## src/logic/xbs_pkg.sv

```systemverilog
// Package: constants and carrier types for the X-bus select / IDE data mux
package xbs_pkg;

    // ****************************************
    // Address decode constants
    // ****************************************
    localparam logic [15:0] XBS_RTC_INDEX_PORT = 16'h0070;
    localparam logic [15:0] XBS_RTC_DATA_PORT = 16'h0071;
    localparam logic [15:0] XBS_KBD_PORT_LO = 16'h0060;
    localparam logic [15:0] XBS_KBD_PORT_HI = 16'h0064;
    localparam logic [15:0] XBS_KBD_PORT_MASK = 16'hfffb;
    localparam logic [15:0] XBS_RTC_PORT_MASK = 16'hfffe;
    localparam logic [15:0] XBS_PORT_EXACT = 16'hffff;
    localparam int XBS_SHARED_PINS = 4;
    localparam logic [23:0] XBS_ROM_BASE = 24'h0f0000;
    localparam logic [23:0] XBS_ROM_MASK = 24'hff0000;

    // ****************************************
    // Reset values
    // ****************************************
    localparam logic XBS_SEL_IDLE_N = 1'b1;
    localparam logic XBS_AS_IDLE = 1'b0;
    localparam logic [3:0] XBS_DD_RESET = 4'h0;
    localparam logic XBS_OE_N_IDLE = 1'b1;

    // ****************************************
    // Carrier types
    // ****************************************
    typedef struct packed {
        logic [23:0] addr;
        logic mem_rd_n;
        logic mem_wr_n;
        logic io_rd_n;
        logic io_wr_n;
    } xbs_cycle_t;

    typedef struct packed {
        logic rom_rtc_select_n;
        logic keyboard_select_n;
        logic rtc_write_strobe_n;
        logic rtc_read_strobe_n;
    } xbs_sel_t;

endpackage

```

## src/logic/xbs_mux.sv

```systemverilog
// Module: X-bus chip select decode and shared IDE data pin mux
`timescale 1ns/1ps

module xbs_mux
    import xbs_pkg::*;
(
    // Clock and reset
    input wire logic clk_i,
    input wire logic srst_i,
    // Bus cycle and ownership
    input wire xbs_cycle_t cycle_i,
    input wire logic isa_active_i,
    // IDE side data, upper nibble
    input wire logic [3:0] ide_dd_out_i,
    input wire logic ide_dd_drive_i,
    input wire logic [3:0] dd_hi_i,
    output logic [3:0] ide_dd_in_o,
    // Shared pins, 15 down to 12
    output logic [3:0] dd_hi_o,
    output logic [3:0] dd_hi_oe_o,
    // Dedicated outputs
    output logic rtc_addr_strobe_o,
    output logic transceiver_out_enable_n_o
);

    // ****************************************
    // Decode helpers
    // ****************************************
    // Port match under a mask; a zero mask bit is a don't-care
    function automatic logic io_hit(input logic [15:0] a, input logic [15:0] port, input logic [15:0] mask);
        io_hit = ((a & mask) == (port & mask));
    endfunction

    // Single port match, every port bit compared
    function automatic logic exact_hit(input logic [15:0] a, input logic [15:0] port);
        exact_hit = io_hit(a, port, XBS_PORT_EXACT);
    endfunction

    // ROM window match on the full memory address
    function automatic logic rom_hit(input logic [23:0] a);
        rom_hit = ((a & XBS_ROM_MASK) == XBS_ROM_BASE);
    endfunction

    // ****************************************
    // Command qualifiers
    // ****************************************
    logic [15:0] port_addr;
    logic mem_cyc;
    logic io_rd;
    logic io_wr;
    logic io_cyc;

    // I/O targets decode the 16 port bits only, as on the ISA bus
    assign port_addr = cycle_i.addr[15:0];
    assign mem_cyc = ~cycle_i.mem_rd_n | ~cycle_i.mem_wr_n;
    assign io_rd = ~cycle_i.io_rd_n;
    assign io_wr = ~cycle_i.io_wr_n;
    assign io_cyc = io_rd | io_wr;

    // ****************************************
    // Target classification
    // ****************************************
    // One target per cycle; a miss falls to none and strobes nothing
    typedef enum logic [4:0] {
        XBS_TGT_NONE = 5'b00001,
        XBS_TGT_ROM = 5'b00010,
        XBS_TGT_RTC_INDEX = 5'b00100,
        XBS_TGT_RTC_DATA = 5'b01000,
        XBS_TGT_KBD = 5'b10000
    } xbs_target_t;

    xbs_target_t target;

    always_comb begin
        // Priority only matters for an illegal mix of memory and I/O commands
        target = XBS_TGT_NONE;
        if (mem_cyc && rom_hit(cycle_i.addr)) begin
            target = XBS_TGT_ROM;
        end else if (io_cyc && exact_hit(port_addr, XBS_RTC_INDEX_PORT)) begin
            target = XBS_TGT_RTC_INDEX;
        end else if (io_cyc && exact_hit(port_addr, XBS_RTC_DATA_PORT)) begin
            target = XBS_TGT_RTC_DATA;
        end else if (io_cyc && (exact_hit(port_addr, XBS_KBD_PORT_LO)
                || exact_hit(port_addr, XBS_KBD_PORT_HI))) begin
            target = XBS_TGT_KBD;
        end
    end

    // ****************************************
    // Next select values
    // ****************************************
    xbs_sel_t sel_next;
    logic as_next;

    always_comb begin
        // Default deasserted so a miss never strobes anything
        sel_next = '{XBS_SEL_IDLE_N, XBS_SEL_IDLE_N, XBS_SEL_IDLE_N, XBS_SEL_IDLE_N};
        case (target)
            XBS_TGT_ROM: begin
                sel_next.rom_rtc_select_n = 1'b0;
            end
            XBS_TGT_RTC_INDEX: begin
                sel_next.rom_rtc_select_n = 1'b0;
            end
            XBS_TGT_RTC_DATA: begin
                sel_next.rom_rtc_select_n = 1'b0;
                // Strobes follow the command alone, whatever the data value
                sel_next.rtc_write_strobe_n = ~io_wr;
                sel_next.rtc_read_strobe_n = ~io_rd;
            end
            XBS_TGT_KBD: begin
                sel_next.keyboard_select_n = 1'b0;
            end
            default: begin
                sel_next.rom_rtc_select_n = XBS_SEL_IDLE_N;
            end
        endcase
    end

    always_comb begin
        as_next = XBS_AS_IDLE;
        case (target)
            XBS_TGT_RTC_INDEX: begin
                as_next = io_wr;
            end
            default: begin
                as_next = XBS_AS_IDLE;
            end
        endcase
    end

    // ****************************************
    // Registered selects and strobe
    // ****************************************
    xbs_sel_t sel_reg;
    logic as_reg;
    logic oe_n_reg;
    logic [3:0] dd_reg;

    // Registered so the pins never glitch while the address settles
    always_ff @(posedge clk_i) begin
        if (srst_i) begin
            sel_reg <= '{XBS_SEL_IDLE_N, XBS_SEL_IDLE_N, XBS_SEL_IDLE_N, XBS_SEL_IDLE_N};
        end else begin
            sel_reg <= sel_next;
        end
    end

    always_ff @(posedge clk_i) begin
        if (srst_i) begin
            as_reg <= XBS_AS_IDLE;
        end else begin
            as_reg <= as_next;
        end
    end

    // ****************************************
    // Pin function and IDE data
    // ****************************************
    always_ff @(posedge clk_i) begin
        if (srst_i) begin
            oe_n_reg <= XBS_OE_N_IDLE;
        end else begin
            // Same edge as the selects so pin function and select change together
            oe_n_reg <= ~isa_active_i;
        end
    end

    // Registered like the selects so both pin functions leave from flops
    always_ff @(posedge clk_i) begin
        if (srst_i) begin
            dd_reg <= XBS_DD_RESET;
        end else begin
            dd_reg <= ide_dd_out_i;
        end
    end

    // ****************************************
    // Shared pin mux
    // ****************************************
    // Selects idle high; external OR with output enable keeps the chip selects high in IDE mode
    logic [3:0] sel_pins;
    logic isa_mode;

    // Struct order matches pin order: bit 3 is pin 15
    assign sel_pins = sel_reg;
    assign isa_mode = ~oe_n_reg;

    for (genvar i = 0; i < XBS_SHARED_PINS; i++) begin : g_pin
        assign dd_hi_o[i] = isa_mode ? sel_pins[i] : dd_reg[i];
        // Pads never float in ISA mode; in IDE mode the IDE side decides
        assign dd_hi_oe_o[i] = isa_mode | ide_dd_drive_i;
    end

    // ****************************************
    // Input path
    // ****************************************
    // A plain wire; pad sampling is left to the IDE side
    assign ide_dd_in_o = dd_hi_i;

    // ****************************************
    // Dedicated outputs
    // ****************************************
    assign rtc_addr_strobe_o = as_reg;
    assign transceiver_out_enable_n_o = oe_n_reg;

endmodule // xbs_mux

```

## config.mk

```make
export PLATFORM = sky130hd
export DESIGN_NAME = xbs_mux
export DESIGN_NICKNAME = d
export VERILOG_FILES = /design/src/logic/xbs_pkg.sv /design/src/logic/xbs_mux.sv
export SDC_FILE = /design/constraint.sdc
export NUM_CORES = 1
export LEC_CHECK = 0
export BUFFER_PORTS_ARGS = -buffer_cell sky130_fd_sc_hd__buf_2
export CORE_UTILIZATION = 37
export CTS_BUF_LIST = sky130_fd_sc_hd__clkbuf_8
export DETAILED_ROUTE_END_ITERATION = 16
export PLACE_DENSITY = 0.85
export SLEW_MARGIN = 40
export SYNTH_ARGS = -nofsm -noshare
export SYNTH_HDL_FRONTEND = slang
export SYNTH_SLANG_ARGS = --single-unit
```

## constraint.sdc

```tcl
create_clock -name clk_i -period 2.1 [get_ports clk_i]
set_clock_uncertainty 0.05 [all_clocks]
set_input_delay 0.105 -clock clk_i [delete_from_list [all_inputs] [get_ports clk_i]]
set_output_delay 0.105 -clock clk_i [all_outputs]
set_load 0.05 [all_outputs]
```

Word-level counts from Yosys, hierarchy flattened
Cells that the tools add are included.
Storage, ports and cells
  input port bits: 40
  output and inout port bits: 14
  word-level logic and storage cells: 45
  register bits after elaboration: 10
Operators by class
  reduce and logical (&&, ||, !) cells: 8
  equal/unequal tests: 9
  mux-type cells: 10
  bitwise operators: 11
Operator list (number)
  $eq 16x7->1 const B: 4
  $mux 5: 4
  $eq 8x4->1 const B: 1
  $not 1->1: 8
  $mux 1: 6
  $eq 5x2->1 const B: 1
  $eq 5x3->1 const B: 1
  $eq 5x4->1 const B: 1
  $eq 5x5->1 const B: 1
  $logic_and 1x1->1: 4
  $reduce_or 2->1: 2
  $or 1x1->1: 3
  $reduce_or 3->1: 1
  $logic_or 1x1->1: 1

Logic depth before layout (Yosys ltp)
  depth in word-level cells: 10
  gate-level depth with buffers: 3
  gate-level depth less buffers: 3

Worst setup path after synthesis
No wires, ideal clock.
  kind: register to output
  from: reg oe_n_reg (netlist: transceiver_out_enable_n_o)
  to: out dd_hi_oe_o[1]
  path buffers: 1
  arrival: 1.541 ns
  path slack: 0.404 ns
  data required time: 1.945 ns
  cell stages (with the launch flop): 3
  cells stage by stage: dfxtp_1 > nand2b_1 > buf_4
On the way
  word-level cells in the longest chain between the ends: 2
RTL lines
  start, declared: RTL line xbs_mux.sv:137  | logic oe_n_reg;
  start signal, assigned: RTL line xbs_mux.sv:165  | oe_n_reg <= ~isa_active_i;
  $not 1->1: RTL line xbs_mux.sv:187  | assign isa_mode = ~oe_n_reg;
  $or 1x1->1
  end, declared: RTL line xbs_mux.sv:20  | output logic [3:0] dd_hi_oe_o,
No other way between the ends.

Final worst setup path
  from: reg oe_n_reg (netlist: transceiver_out_enable_n_o)
  to: out dd_hi_o[0]
On the way
  word-level cells in the longest chain between the ends: 1
RTL lines
  $mux 1: RTL line xbs_mux.sv:190  | assign dd_hi_o[i] = isa_mode ? sel_pins[i] : dd_reg[i];
  end, declared: RTL line xbs_mux.sv:19  | output logic [3:0] dd_hi_o,
No other way between the ends.

==> flow_summary.ini <==
[sta]
rsz0062_at_grt = no
hold_violations = 0
layout_min_cycle_time_ns = 1.402
post-route-period-util = 0.6675
tightest_slew_ns = 0.3007
hold_ws_ns = 0.03580
layout_setup_ws_ns = 0.6982
clock.fmax_mhz = 713.4
setup_violations = 0
tns_ns = 0
relSlewSlack = 0.7986
finalMaxSlewViolations = 0

[worst_setup_path]
critPathCaptureType = output port
worst_ep_arrival_time_ns = 1.25
crit_family = flip-flops
crit_path_top_delay_cell = dfxtp_1
cp_slowest_stage_delay_ns = 0.44
crit_chain = mux2_2 > buf_2
critical_path.max_fanout = 6
crit_path_start_kind = flip-flop
critPathRequiredTime_ns = 1.95
timing.critical_path.buf_inv = 1
critical_path_class = flip-flop to output port

[clock_network]
post_cts_resized = 0
clk_pin_slew_worst_paths_ns = 0.05
cts-root-buf = clkbuf_8
post_cts_buffers = 0
clock-sinks = 10
cts.path.max_buffers = 2
ctsHoldBuffers = 1
cts_tree = yes
cts_made_buffers = 3
htree_levels = 1

[flow_run]
maxCapViolations = 0

[synthesis]
ys_types = 19
ys_ff_latch = 10
synthCells = 48
synth_area_sq_um = 491.7
ys_warn_count = 0
syn-num-nets = 88
avgSynthCellArea_sq_um = 10.24
seq_area_frac_synth = 0.4071

[layout]
drive_above_1_share = 0.6154
regArea_sq_um = 200.2
fin_util = 0.6378
area_growth_pct = 51.91
multi_input_area_sq_um = 239.0
stdcell_count = 105
num-fill-cells = 110
num_antenna_cells = 0
fin_nets = 132
fin_area_sq_um = 747.0

[worst_hold_path]
whs_endpoint = dd_reg[1]
holdCritStartpoint = ide_dd_out_i[1]
hp-class = primary input to flip-flop
holdPathStages = 2

[floorplan]
die_w_um = 38.46
die_h_um = 38.46
die-area_sq_um = 1479
ioPinCount = 54
initial_core_util = 0.4199
core_sq_um = 1171
fp-row-count = 12

[route]
drt_iter0_drc = 3
wire_per_inst_um = 10.54
drcViolationCount = 0
vias = 511
wl_mm = 1.107
ant_nets = 0
drtPass1Iterations = 2
vias_per_cell = 4.867

[place]
dpl-instance-area_sq_um = 681.9
dp_hpwl_um = 950.4
dp.cells = 100
place.gp.congestion = 0.6423
place_ws_ns = 0.9312
port_buffers = 45

[global_route]
grt_max_degree = 9
grt_antenna_before_repair = 0
grt_pass1_vias = 448
grt-ovfl-total = 0
grt_pass1_wl_mm = 1.580
grt_usage = 0.1648

[outcome]
outcome = finished, final reports clean

[power]
leakage_nw = 0.3685
power_density_nw_per_um2 = 730.5
p_total_uw = 545.6
ir_worst_vdd_mv = 0.4892
## layer usage
metal	GRT usage	up-vias	wire (um)
met1	0.1388	228	361
met3	0.05233	2	93
li1	-	252	-
met4	0.1379	0	12
met5	0	-	0
met2	0.3051	29	639
## cell usage after synthesis (all sizes together)
cell type,instances,area [sq um]
nand2,1,3.750
nor2b,8,50.05
nand2b,2,12.51
nor2,2,7.510
nand3,2,10.01
buf,7,52.55
a211oi,1,7.510
mux2,4,45.04
and4bb,1,12.51
nor3,1,5.000
a31oi,1,6.260
and4b,1,10.01
nor4b,1,15.01
and4,2,20.02
a2bb2oi,1,8.760
dfxtp,10,200.2
nor4,1,12.51
nand4,2,12.51
## cells by family (layout without fill, tap and decap cells)
family / Yosys count / count (layout) / synth area share
AO/OA/AOI/OAI: 3 / 3 / 0.04582
buffers and inverters: 7 / 50 / 0.1069
flip-flops: 10 / 10 / 0.4071
multiplexers: 4 / 4 / 0.09160
AND/OR/NAND/NOR: 24 / 24 / 0.3486
## layout by cell type, fill, tap and decap left out, drive strengths merged, types with 2 or more instances in the layout
cell and count:
buf 45, dfxtp 10, nand3 2, nor2b 8
and4 2, mux2 4, nand2b 2, nor2 2
nand4 2, clkbuf 4
## how the worst max path moves through the flow
stage | start | end | slack [ns] | cells past startpoint
5_1_grt | transceiver_out_enable_n_o | dd_hi_o[0] | 0.66 | 2
6_report | transceiver_out_enable_n_o | dd_hi_o[0] | 0.70 | 2
2_1_floorplan | transceiver_out_enable_n_o | dd_hi_oe_o[1] | 0.40 | 2
3_3_place_gp | transceiver_out_enable_n_o | dd_hi_o[3] | 0.97 | 2
4_1_cts | transceiver_out_enable_n_o | dd_hi_o[0] | 0.68 | 2
3_5_place_dp | transceiver_out_enable_n_o | dd_hi_o[0] | 0.93 | 2
## layout make-up
class,instances,share of cell area
multi-input combinational,31,0.3199
timing repair buffer,46,0.3149
sequential,10,0.2680
clock buffer,4,0.07370
tap,14,0.02345
## report_power, final
part | internal (mW) | switching, mW
Sequential | 0.196 | 0.00282
Combinational | 0.0466 | 0.0673
Clock | 0.164 | 0.0691
Note: power is estimated with default switching activity, not from simulation.
